### src/rtl/status_pkg.sv
// Summary of operation
// - Brake sequence reported per axis as 0 engaged..3 engaging, zero after reset.
// - Safety fault indicator reads 0 without fault, 1 while in fault.
// - Application parameter size is 0 for local parameters, 4 bytes over bus.
// - Communication parameter size is fixed two bytes, the 16-bit watchdog time.
// - Master assigns a session number 1..65535; device holds and reports it.
// - Link role code always reads constant 2, meaning slave.
// - Latest protocol fault recorded; codes 0..3 are reset, command and session faults.
// - Fault codes 4..7 are checksum, watchdog, slave address, safety data.
// - Fault codes 8..11 are comm and application parameter length and data.
// - Protocol revision in use is exposed as a 16-bit value.
// - Axis safe address is node identifier times one hundred plus axis number.
// - Application parameter checksum is exposed for the master to validate.
package status_pkg;

   // Bus geometry
   localparam int ADDR_W   = 9;
   localparam int MAX_AXES = 4;

   // Per-axis register offsets inside one axis window
   localparam logic [5:0] OFS_BRAKE    = 6'h00;
   localparam logic [5:0] OFS_FAULT    = 6'h04;
   localparam logic [5:0] OFS_APP_SIZE = 6'h08;
   localparam logic [5:0] OFS_COMM_SIZE = 6'h0C;
   localparam logic [5:0] OFS_SESSION  = 6'h10;
   localparam logic [5:0] OFS_ROLE     = 6'h14;
   localparam logic [5:0] OFS_LAST_FLT = 6'h18;
   localparam logic [5:0] OFS_REVISION = 6'h1C;
   localparam logic [5:0] OFS_SAFE_ADR = 6'h20;
   localparam logic [5:0] OFS_CHECKSUM = 6'h24;

   // Interrupt registers, above all axis windows
   localparam logic [ADDR_W-1:0] OFS_IRQ_STATUS = 9'h100;
   localparam logic [ADDR_W-1:0] OFS_IRQ_MASK   = 9'h104;

   // Fixed values
   localparam logic [15:0] LOCAL_PARAM_BYTES = 16'h0000;
   localparam logic [15:0] APP_PARAM_BYTES   = 16'h0004;
   localparam logic [15:0] COMM_PARAM_BYTES  = 16'h0002;
   localparam logic [15:0] ROLE_SLAVE        = 16'h0002;
   localparam logic [15:0] ADDR_SCALE        = 16'h0064;

   // Brake sequence codes
   localparam logic [1:0] BRAKE_ENGAGED   = 2'h0;
   localparam logic [1:0] BRAKE_RELEASING = 2'h1;
   localparam logic [1:0] BRAKE_RELEASED  = 2'h2;
   localparam logic [1:0] BRAKE_ENGAGING  = 2'h3;

   // Protocol fault codes
   localparam logic [7:0] FLT_RESET        = 8'h00;
   localparam logic [7:0] FLT_UNEXP_CMD    = 8'h01;
   localparam logic [7:0] FLT_UNKNOWN_CMD  = 8'h02;
   localparam logic [7:0] FLT_BAD_SESSION  = 8'h03;
   localparam logic [7:0] FLT_CHECKSUM     = 8'h04;
   localparam logic [7:0] FLT_WATCHDOG     = 8'h05;
   localparam logic [7:0] FLT_SLAVE_ADDR   = 8'h06;
   localparam logic [7:0] FLT_SAFE_DATA    = 8'h07;
   localparam logic [7:0] FLT_COMM_LEN     = 8'h08;
   localparam logic [7:0] FLT_COMM_DATA    = 8'h09;
   localparam logic [7:0] FLT_APP_LEN      = 8'h0A;
   localparam logic [7:0] FLT_APP_DATA     = 8'h0B;

   // Reset values
   localparam logic [7:0]  LAST_FLT_RESET = 8'h00;
   localparam logic [15:0] SESSION_RESET  = 16'h0000;

   // Interrupt event bit positions within one axis group
   localparam int EV_SESSION = 0;
   localparam int EV_PROTO   = 1;
   localparam int EV_SAFETY  = 2;
   localparam int EV_PER_AXIS = 3;

   // AXI responses
   localparam logic [1:0] RESP_OKAY   = 2'h0;
   localparam logic [1:0] RESP_DECERR = 2'h3;

   // Inputs from the safety core, one per axis
   typedef struct packed {
      logic [1:0]  brake_code;
      logic        safety_fault;
      logic        app_params_over_bus;
      logic        session_valid;
      logic [15:0] session_id;
      logic        fault_valid;
      logic [7:0]  fault_code;
      logic [15:0] revision;
      logic [31:0] checksum;
   } axis_in_type;

   // Held state of one axis
   typedef struct packed {
      logic [1:0]  brake;
      logic        fault;
      logic        app_over_bus;
      logic [15:0] session;
      logic [7:0]  last_fault;
      logic [15:0] revision;
      logic [15:0] safe_addr;
      logic [31:0] checksum;
   } axis_state_type;

endpackage

### src/rtl/safety_status_parameters.sv
`timescale 1ns/1ps
module safety_status_parameters #(
   parameter int NUM_AXES = 2
) (
   // Clock and reset
   input  wire logic                                   aclk,
   input  wire logic                                   aresetn,
   // AXI4-Lite write address and data
   input  wire logic [status_pkg::ADDR_W-1:0]          s_axi_awaddr,
   input  wire logic                                   s_axi_awvalid,
   output logic                                        s_axi_awready,
   input  wire logic [31:0]                            s_axi_wdata,
   input  wire logic [3:0]                             s_axi_wstrb,
   input  wire logic                                   s_axi_wvalid,
   output logic                                        s_axi_wready,
   // AXI4-Lite write response
   output logic [1:0]                                  s_axi_bresp,
   output logic                                        s_axi_bvalid,
   input  wire logic                                   s_axi_bready,
   // AXI4-Lite read
   input  wire logic [status_pkg::ADDR_W-1:0]          s_axi_araddr,
   input  wire logic                                   s_axi_arvalid,
   output logic                                        s_axi_arready,
   output logic [31:0]                                 s_axi_rdata,
   output logic [1:0]                                  s_axi_rresp,
   output logic                                        s_axi_rvalid,
   input  wire logic                                   s_axi_rready,
   // Safety core status
   input  wire logic [6:0]                             node_safety_identifier,
   input  wire status_pkg::axis_in_type [NUM_AXES-1:0] axis_in,
   // Interrupt
   output logic                                        irq
);

   localparam int EV_W = NUM_AXES * status_pkg::EV_PER_AXIS;

   // Refuse axis counts the address map cannot hold
   if (NUM_AXES < 1 || NUM_AXES > status_pkg::MAX_AXES) begin : g_bad_axes
      $error("NUM_AXES out of range");
   end

   typedef struct packed {
      logic                                       aw_full;
      logic [status_pkg::ADDR_W-1:0]              aw_addr;
      logic                                       w_full;
      logic [31:0]                                w_data;
      logic [3:0]                                 w_strb;
      logic                                       bvalid;
      logic [1:0]                                 bresp;
      logic                                       rvalid;
      logic [1:0]                                 rresp;
      logic [31:0]                                rdata;
      status_pkg::axis_state_type [NUM_AXES-1:0]  axis;
      logic [EV_W-1:0]                            irq_status;
      logic [EV_W-1:0]                            irq_mask;
   } state_type;

   state_type state_reg;
   state_type state_next;

   // Widen byte strobes into a bit mask
   function automatic logic [31:0] strobe_mask(input logic [3:0] strb);
      logic [31:0] m;
      m = '0;
      for (int b = 0; b < 4; b++) begin
         m[b*8 +: 8] = {8{strb[b]}};
      end
      return m;
   endfunction

   // True where an address names a mapped register
   function automatic logic addr_mapped(input logic [status_pkg::ADDR_W-1:0] addr);
      logic ok;
      ok = 1'b0;
      if (addr == status_pkg::OFS_IRQ_STATUS || addr == status_pkg::OFS_IRQ_MASK) begin
         ok = 1'b1;
      end else if (!addr[8] && int'(addr[7:6]) < NUM_AXES) begin
         unique case (addr[5:0])
            status_pkg::OFS_BRAKE, status_pkg::OFS_FAULT, status_pkg::OFS_APP_SIZE,
            status_pkg::OFS_COMM_SIZE, status_pkg::OFS_SESSION, status_pkg::OFS_ROLE,
            status_pkg::OFS_LAST_FLT, status_pkg::OFS_REVISION,
            status_pkg::OFS_SAFE_ADR, status_pkg::OFS_CHECKSUM: begin
               ok = 1'b1;
            end
            default: begin
               ok = 1'b0;
            end
         endcase
      end
      return ok;
   endfunction

   // Read data for a mapped address; narrow fields sit in the low bits
   function automatic logic [31:0] read_word(input logic [status_pkg::ADDR_W-1:0] addr,
                                             input state_type s);
      logic [31:0]                w;
      status_pkg::axis_state_type x;
      w = '0;
      x = s.axis[0];
      for (int a = 0; a < NUM_AXES; a++) begin
         if (int'(addr[7:6]) == a) begin
            x = s.axis[a];
         end
      end
      if (addr == status_pkg::OFS_IRQ_STATUS) begin
         w[EV_W-1:0] = s.irq_status;
      end else if (addr == status_pkg::OFS_IRQ_MASK) begin
         w[EV_W-1:0] = s.irq_mask;
      end else begin
         unique case (addr[5:0])
            status_pkg::OFS_BRAKE: begin
               w[1:0] = x.brake;
            end
            status_pkg::OFS_FAULT: begin
               w[0] = x.fault;
            end
            status_pkg::OFS_APP_SIZE: begin
               w[15:0] = x.app_over_bus ? status_pkg::APP_PARAM_BYTES
                                        : status_pkg::LOCAL_PARAM_BYTES;
            end
            status_pkg::OFS_COMM_SIZE: begin
               w[15:0] = status_pkg::COMM_PARAM_BYTES;
            end
            status_pkg::OFS_SESSION: begin
               w[15:0] = x.session;
            end
            status_pkg::OFS_ROLE: begin
               w[15:0] = status_pkg::ROLE_SLAVE;
            end
            status_pkg::OFS_LAST_FLT: begin
               w[7:0] = x.last_fault;
            end
            status_pkg::OFS_REVISION: begin
               w[15:0] = x.revision;
            end
            status_pkg::OFS_SAFE_ADR: begin
               w[15:0] = x.safe_addr;
            end
            status_pkg::OFS_CHECKSUM: begin
               w = x.checksum;
            end
            default: begin
               w = '0;
            end
         endcase
      end
      return w;
   endfunction

   // Handshake outputs; one write and one read in flight at a time
   assign s_axi_awready = !state_reg.aw_full && !state_reg.bvalid;
   assign s_axi_wready  = !state_reg.w_full && !state_reg.bvalid;
   assign s_axi_arready = !state_reg.rvalid;
   assign s_axi_bvalid  = state_reg.bvalid;
   assign s_axi_bresp   = state_reg.bresp;
   assign s_axi_rvalid  = state_reg.rvalid;
   assign s_axi_rresp   = state_reg.rresp;
   assign s_axi_rdata   = state_reg.rdata;

   // Level interrupt while any unmasked sticky event is set
   assign irq = |(state_reg.irq_status & state_reg.irq_mask);

   // Next-state logic: status capture, bus slave, interrupt bookkeeping
   always_comb begin
      logic [EV_W-1:0] events;
      logic [EV_W-1:0] clear;
      logic [31:0]     wmask;
      logic [15:0]     scaled;
      events     = '0;
      clear      = '0;
      wmask      = strobe_mask(state_reg.w_strb);
      scaled     = '0;
      state_next = state_reg;

      // Status follows the safety core every cycle, session and last fault only when valid; volatile, reset on power-up
      for (int a = 0; a < NUM_AXES; a++) begin
         state_next.axis[a].brake        = axis_in[a].brake_code;
         state_next.axis[a].fault        = axis_in[a].safety_fault;
         state_next.axis[a].app_over_bus = axis_in[a].app_params_over_bus;
         state_next.axis[a].revision     = axis_in[a].revision;
         state_next.axis[a].checksum     = axis_in[a].checksum;
         scaled = 16'(node_safety_identifier * status_pkg::ADDR_SCALE);
         state_next.axis[a].safe_addr    = 16'(scaled + 16'(a + 1));
         // Zero is no legal session number, so it never overwrites a held one
         if (axis_in[a].session_valid && axis_in[a].session_id != '0) begin
            state_next.axis[a].session = axis_in[a].session_id;
            events[a*status_pkg::EV_PER_AXIS + status_pkg::EV_SESSION] = 1'b1;
         end
         if (axis_in[a].fault_valid) begin
            state_next.axis[a].last_fault = axis_in[a].fault_code;
            events[a*status_pkg::EV_PER_AXIS + status_pkg::EV_PROTO] = 1'b1;
         end
         // Rising edge of the safety fault only, so a held fault fires once
         if (axis_in[a].safety_fault && !state_reg.axis[a].fault) begin
            events[a*status_pkg::EV_PER_AXIS + status_pkg::EV_SAFETY] = 1'b1;
         end
      end

      // Address and data are taken in either order
      if (s_axi_awvalid && s_axi_awready) begin
         state_next.aw_full = 1'b1;
         state_next.aw_addr = s_axi_awaddr;
      end
      if (s_axi_wvalid && s_axi_wready) begin
         state_next.w_full = 1'b1;
         state_next.w_data = s_axi_wdata;
         state_next.w_strb = s_axi_wstrb;
      end
      if (state_reg.bvalid && s_axi_bready) begin
         state_next.bvalid = 1'b0;
      end

      // Both halves present: perform the write; status registers drop it
      if (state_reg.aw_full && state_reg.w_full && !state_reg.bvalid) begin
         state_next.aw_full = 1'b0;
         state_next.w_full  = 1'b0;
         state_next.bvalid  = 1'b1;
         state_next.bresp   = addr_mapped(state_reg.aw_addr) ? status_pkg::RESP_OKAY
                                                             : status_pkg::RESP_DECERR;
         if (state_reg.aw_addr == status_pkg::OFS_IRQ_STATUS) begin
            clear = EV_W'(state_reg.w_data & wmask);
         end else if (state_reg.aw_addr == status_pkg::OFS_IRQ_MASK) begin
            state_next.irq_mask = EV_W'((state_reg.w_data & wmask)
                                        | ({{(32-EV_W){1'b0}}, state_reg.irq_mask} & ~wmask));
         end
         // Any other mapped address is read-only and left untouched
      end

      // A new event beats a clear written in the same cycle
      state_next.irq_status = (state_reg.irq_status & ~clear) | events;

      // Read: answer one cycle after the address is taken
      if (s_axi_arvalid && s_axi_arready) begin
         state_next.rvalid = 1'b1;
         if (addr_mapped(s_axi_araddr)) begin
            state_next.rresp = status_pkg::RESP_OKAY;
            state_next.rdata = read_word(s_axi_araddr, state_reg);
         end else begin
            state_next.rresp = status_pkg::RESP_DECERR;
            state_next.rdata = '0;
         end
      end else if (state_reg.rvalid && s_axi_rready) begin
         state_next.rvalid = 1'b0;
      end
   end

   // State register; all status clears on reset, nothing survives power loss
   always_ff @(posedge aclk) begin
      if (!aresetn) begin
         state_reg <= '0;
         for (int a = 0; a < NUM_AXES; a++) begin
            state_reg.axis[a].brake      <= status_pkg::BRAKE_ENGAGED;
            state_reg.axis[a].session    <= status_pkg::SESSION_RESET;
            state_reg.axis[a].last_fault <= status_pkg::LAST_FLT_RESET;
         end
      end else begin
         state_reg <= state_next;
      end
   end

endmodule // safety_status_parameters

### config.mk
export PLATFORM = sky130hd
export DESIGN_NAME = safety_status_parameters
export DESIGN_NICKNAME = d
export VERILOG_FILES = /design/src/rtl/status_pkg.sv /design/src/rtl/safety_status_parameters.sv
export SDC_FILE = /design/constraint.sdc
export NUM_CORES = 1
export LEC_CHECK = 0
export BUFFER_PORTS_ARGS = -buffer_cell sky130_fd_sc_hd__buf_2
export CAP_MARGIN = 20
export CORE_UTILIZATION = 53
export CTS_CLUSTER_SIZE = 12
export DETAILED_ROUTE_END_ITERATION = 10
export HOLD_SLACK_MARGIN = 0.12
export PLACE_DENSITY = 0.81
export SLEW_MARGIN = 15
export SYNTH_ARGS = -nofsm -noshare
export SYNTH_HDL_FRONTEND = slang
export SYNTH_SLANG_ARGS = --single-unit
### constraint.sdc
create_clock -name aclk -period 3.5 [get_ports aclk]
set_clock_uncertainty 0.2 [all_clocks]
set_input_delay 0.35 -clock aclk [delete_from_list [all_inputs] [get_ports aclk]]
set_output_delay 0.35 -clock aclk [all_outputs]
set_load 0.05 [all_outputs]
==> results.py, run 1 <==
metrics = {
    "outcome": {
        "status": "complete, no violations",
    },
    "worst_setup_path": {
        "start_kind": "primary input",
        "path_class": "in -> reg",
        "max_stage_delay_ns": 0.54,
        "required_ns": 3.71,
        "cp_num_cells": 11,
        "cp_slowest_cell": "dlygate4sd3_1",
        "path_common_cell": "ha_1",
        "cp.buffers_inverters": 2,
        "cp-end-kind": "flop",
        "crit_family": "adder cells",
        "critical_path.cell_chain": "dlygate4sd3_1, buf_2, ha_1, ha_1, fa_1, ha_1, nor2b_1, o31a_1, o41ai_1, xnor2_1, and2_1",
        "cp.arrival_ns": 3.47,
        "crit_path_max_fanout": 3,
        "r2r_cells": 6,
    },
    "die": {
        "core_area_mm2": 0.0180,
        "dieArea_mm2": 0.0189,
        "io_pins": 266,
        "dieWidth_um": 137,
        "fp-row-count": 49,
        "initial_core_util": 0.541,
        "die_h_um": 137,
    },
    "route": {
        "viasPerCell": 5.46,
        "ant_nets": 0,
        "drtIter0Drc": 522,
        "routedWlPerCell_um": 18.8,
        "finalWirelength_mm": 32.1,
        "vias": 9337,
        "first_pass_iters": 5,
        "drc": 0,
    },
    "logic_synthesis": {
        "yosysSeqAreaShare": 0.476,
        "ys_ff_latch": 231,
        "syn_inst": 1068,
        "synth-edff-count": 0,
        "yosysWarningCount": 0,
        "avgSynthCellArea_um2": 9.10,
        "syn_area_mm2": 0.00972,
        "yosysUniqueCellTypes": 61,
        "synth_nets": 1320,
        "ys_async_sr_fraction": 0,
        "synth_ff_type": "dfxtp_1",
    },
    "power": {
        "p_int_w": 0.00480,
        "vdd_ir_drop_max_mv": 0.491,
        "p_seq_frac": 0.452,
        "power_w": 0.00630,
        "swShare": 0.238,
        "p_sw_w": 0.00150,
        "p_leak_nw": 5.91,
        "p_comb_frac": 0.136,
        "p_per_area_mw_per_mm2": 457,
        "power_frac_clock": 0.413,
    },
    "grt": {
        "gr-total-overflow": 0,
        "grt_max_degree": 113,
        "grt_pass1_wl_mm": 47.9,
        "grtUsageTotal": 0.333,
        "antenna_found_initial": 7,
        "grt_pass1_vias": 9333,
    },
    "timing": {
        "finalCriticalPeriod_ns": 3.26,
        "maxSlewHeadroom": 0.402,
        "max_clock_freq_ghz": 0.307,
        "rsz0062_at_grt": "false",
        "whs_ns": 0.130,
        "report.final.slew_viol_count": 0,
        "finalCritPeriodShare": 0.931,
        "fin_tns_setup_ns": 0,
        "tightest_slew_ns": 0.897,
        "finalSetupViolCount": 0,
        "final_hold_viol_count": 0,
    },
    "cells_and_area": {
        "largest_register_ff_count": 189,
        "drive_gt1_frac": 0.200,
        "nNetsFinal": 1713,
        "layout_common_cells": "buf_2, dfxtp_1, dlygate4sd3_1",
        "fin_util": 0.767,
        "final_cells": 1710,
        "syn_to_final_growth_pct": 41.7,
        "final_common_cell": "buf_2",
    },
    "placement": {
        "place_hpwl_mm": 18.1,
        "place_inst": 1444,
        "gp_congestion": 0.894,
        "io_buffers": 236,
    },
    "clock_tree": {
        "numCtsBuffers": 25,
        "clockBufferDepth": 3,
        "cts-root-buf": "clkbuf_16",
        "post-cts-setup-buffer-count": 0,
        "cts_tree": "yes",
        "clkLatencyLatePin_ns": 0.52,
        "numClockSinks": 231,
        "clk_pin_slew_ns": 0.06,
        "htree_levels": 1,
    },
    "hold_path": {
        "whs_path_depth": 4,
        "min_path_type": "in -> reg",
    },
    "job": {
        "max_cap_violations": 0,
    },
}
[Yosys cell counts (14+ instances only)]
| cell type | instances | area share |
|---|---|---|
| mux2i_1 | 38 | 0.039 |
| nand3_1 | 16 | 0.0082 |
| nor2b_1 | 38 | 0.024 |
| buf_4 | 37 | 0.029 |
| a21oi_1 | 56 | 0.029 |
| and2_1 | 119 | 0.077 |
| o21ai_0 | 20 | 0.010 |
| a21boi_0 | 64 | 0.049 |
| nand2_1 | 201 | 0.078 |
| inv_1 | 14 | 0.0054 |
| nor4_1 | 15 | 0.0097 |
| dfxtp_1 | 231 | 0.48 |
| clkbuf_1 | 46 | 0.018 |
| ha_1 | 26 | 0.033 |
| nor2_1 | 16 | 0.0062 |
[power by group through the flow]
stage	registers [W]	clock network (W)	logic, W
global route	0.00285	0.00273	0.000929
global placement	0.00289	0	0.000605
floorplan	0.00287	0	0.000394
finish	0.00285	0.00260	0.000854
detailed placement	0.00289	0	0.000614
CTS	0.00284	0.00262	0.000815
[routing by layer]
metal  part of all wire  vias to the layer above  global-route usage
met2               0.48                      419               0.567
met3              0.078                      109              0.0787
met1               0.40                     4426               0.392
met5            0.00031                        -                   0
met4              0.044                        2               0.161
li1                   -                     4381                   -
[logic make-up (layout without fill, tap and decap cells)]
kind of cell	after synthesis	count (layout)	synth area share
and+or+nand+nor	436	436	0.228
DFF	231	231	0.476
AOI/OAI and AO/OA	217	217	0.154
buffers and inverters	113	519	0.0610
muxes	38	38	0.0391
adders and majority gates	28	28	0.0376
xor gates and xnor gates	5	5	0.00451
other	0	7	0
[worst register-to-register path, delay by kind of cell, from the launching register on]
family / cells / cell delay (ns)
flip-flops: 1 / 0.37
AND/OR/NAND/NOR: 4 / 1.24
AO/OA/AOI/OAI: 2 / 0.32
[area by class of cell]
class                      count  area (um^2)
sequential                   231         4620
multi-input combinational    724         4510
fill                        1142         4190
timing repair buffer         465         3460
clock buffer                  36          767
tap                          229          287
inverter                      14         52.6
clock inverter                 4         51.3
antenna                        7         17.5
[per-stage QoR]
step	cell area [um^2]	setup WS, ns
finish	13800	0.242
global route	13800	0.137
CTS	13800	0.247
detailed placement	10700	0.260
global placement	10700	0.328
floorplan	9720	0.562
[final timing paths]
kind / startpoint / to / slack, ns
setup reg to reg: s_axi_bvalid / state_reg[7] / 1.26
hold reg to reg: s_axi_rdata[15] / s_axi_rdata[15] / 0.25
setup / recovery: node_safety_identifier[3] / state_reg[57] / 0.24
hold / removal: s_axi_araddr[5] / s_axi_rdata[6] / 0.13
[repair_timing]
item	in CTS	in global routing
hold endpoints to repair	190	0
gates resized for setup	0	0
setup endpoints to repair	0	0
hold buffers	219	0
(Power assumes the default switching activity.)
==> run 2: changes to the inputs <==
--- a/config.mk
+++ b/config.mk
@@ -7,11 +7,14 @@
 export LEC_CHECK = 0
 export BUFFER_PORTS_ARGS = -buffer_cell sky130_fd_sc_hd__buf_2
 export CAP_MARGIN = 20
-export CORE_UTILIZATION = 53
+export CELL_PAD_IN_SITES_DETAIL_PLACEMENT = 0
+export CELL_PAD_IN_SITES_GLOBAL_PLACEMENT = 1
+export CORE_UTILIZATION = 39
 export CTS_CLUSTER_SIZE = 12
 export DETAILED_ROUTE_END_ITERATION = 10
+export GPL_TIMING_DRIVEN = 0
 export HOLD_SLACK_MARGIN = 0.12
-export PLACE_DENSITY = 0.81
+export PLACE_DENSITY_LB_ADDON = 0.1
 export SLEW_MARGIN = 15
 export SYNTH_ARGS = -nofsm -noshare
 export SYNTH_HDL_FRONTEND = slang
==> results.py, run 2 (synthesized netlist as in run 1, its figures left out) <==
metrics = {
    "placement": {
        "gp_congestion": 0.860,
        "place_inst": 1623,
        "io_buffers": 231,
        "place_hpwl_mm": 23.2,
    },
    "grt": {
        "gr-total-overflow": 0,
        "antenna_found_initial": 0,
        "grtUsageTotal": 0.253,
        "grt_max_degree": 13,
        "globalRouteMet1Util": 0.332,
        "use_met2": 0.439,
        "grt_use_met3": 0.0371,
        "grt_pass1_wl_mm": 50.1,
        "grt_most_used_layer": "met2",
        "grt_pass1_vias": 8983,
    },
    "route": {
        "first_pass_iters": 5,
        "drc": 0,
        "ant_nets": 0,
        "finalWirelength_mm": 32.3,
        "vias": 9007,
        "drtIter0Drc": 455,
        "viasPerCell": 4.83,
        "routedWlPerCell_um": 17.3,
    },
    "worst_setup_path": {
        "crit_path_max_fanout": 3,
        "cp.arrival_ns": 3.44,
        "path_common_cell": "ha_1",
        "start_kind": "primary input",
        "max_stage_delay_ns": 0.53,
        "path_class": "in -> reg",
        "cp_slowest_cell": "dlygate4sd3_1",
        "cp.buffers_inverters": 2,
        "crit_family": "adder cells",
        "critical_path.cell_chain": "dlygate4sd3_1, buf_2, ha_1, ha_1, fa_1, ha_1, nor2b_1, o31a_1, o41ai_1, xnor2_1, and2_1",
        "rrSetupSlack_ns": 1.17,
        "required_ns": 3.73,
        "cp-end-kind": "flop",
    },
    "hold_path": {
        "min_path_type": "in -> reg",
    },
    "clock_tree": {
        "cts-root-buf": "clkbuf_16",
        "postCtsResizedCells": 0,
        "hold_buffers": 197,
        "numClockSinks": 231,
        "post-cts-setup-buffer-count": 0,
        "clockBufferDepth": 3,
        "htree_levels": 1,
        "numCtsBuffers": 26,
        "cts_tree": "yes",
        "clk_pin_slew_ns": 0.06,
        "clkLatencyLatePin_ns": 0.53,
    },
    "timing": {
        "tightest_slew_ns": 0.750,
        "max_clock_freq_ghz": 0.312,
        "rsz0062_at_grt": "false",
        "report.final.slew_viol_count": 0,
        "whs_ns": 0.122,
        "finalCriticalPeriod_ns": 3.21,
        "fin_tns_setup_ns": 0,
        "finalCritPeriodShare": 0.917,
        "finalSetupViolCount": 0,
        "maxSlewHeadroom": 0.500,
        "final_hold_viol_count": 0,
    },
    "cells_and_area": {
        "nNetsFinal": 1776,
        "final_common_cell": "buf_2",
        "num_antenna_cells": 0,
        "final_cells": 1866,
        "layout_common_cells": "buf_2, dfxtp_1, nand2_1",
        "fin_util": 0.579,
        "fillers": 2288,
        "largest_register_ff_count": 189,
        "syn_to_final_growth_pct": 45.3,
        "drive_gt1_frac": 0.214,
    },
    "die": {
        "dieArea_mm2": 0.0256,
        "core_area_mm2": 0.0244,
        "dieWidth_um": 160,
        "die_h_um": 160,
        "io_pins": 266,
        "initial_core_util": 0.399,
        "fp-row-count": 57,
    },
    "power": {
        "power_frac_clock": 0.429,
        "p_seq_frac": 0.441,
        "p_int_w": 0.00488,
        "p_leak_nw": 6.09,
        "p_comb_frac": 0.130,
        "p_sw_w": 0.00156,
        "p_per_area_mw_per_mm2": 456,
        "swShare": 0.242,
        "vdd_ir_drop_max_mv": 0.284,
    },
    "outcome": {
        "status": "complete, no violations",
    },
    "job": {
        "max_cap_violations": 0,
    },
}
==> run 2: cell count changes in the layout (fill, tap and decap cells not counted), moves of 2 or more <==
cell / change
buf_1: +2
buf_2: +8
buf_4: +27
buf_6: +2
clkbuf_1: +51
clkbuf_16: +2
clkbuf_8: -4
clkinv_2: +3
diode_2: -7
dlygate4sd3_1: -22
==> run 2: area by class of cell <==
cell class,count,area [um^2],area share
multi-input combinational,724,4500,0.319
buffer,99,541,0.0383
sequential,231,4620,0.327
clock inverter,7,88.8,0.00629
inverter,14,52.6,0.00372
tap,324,405,0.0287
timing repair buffer,428,3130,0.221
clock buffer,39,781,0.0553
==> run 2: stage by stage <==
stage	area (um^2)	setup WS, ns	total power [W]
2_1_floorplan	9720	0.562	0.00327
3_3_place_gp	11300	0.256	0.00355
3_5_place_dp	11300	0.301	0.00356
4_1_cts	14100	0.285	0.00647
5_1_grt	14100	0.172	0.00668
6_report	14100	0.290	0.00644
==> run 2: metal layers <==
layer	up-vias	part of all wire
met1	4212	0.46
li1	4517	-
met2	235	0.47
met4	0	0.019
met3	43	0.050
met5	-	0
==> run 2: tightest hold or removal path, stage by stage <==
cell and delay (ns):
buf_2 0.08, nand2_1 0.17, a21boi_0 0.20
==> run 2: path summary, 6_finish.rpt <==
path / start / to / cells after the start
setup / recovery: node_safety_identifier[2] / state_reg[57] / 11
hold / removal: s_axi_wvalid / state_reg[270] / 3
setup reg to reg: s_axi_bvalid / state_reg[6] / 7
hold reg to reg: s_axi_rdata[6] / s_axi_rdata[6] / 2
==> run 2: power groups by stage <==
stage | logic (W) | registers (W) | clock network (W)
after CTS | 0.000835 | 0.00284 | 0.00280
final | 0.000836 | 0.00284 | 0.00276
after global placement | 0.000656 | 0.00290 | 0
after floorplan | 0.000394 | 0.00287 | 0
after detailed placement | 0.000659 | 0.00290 | 0
after global routing | 0.000922 | 0.00285 | 0.00290
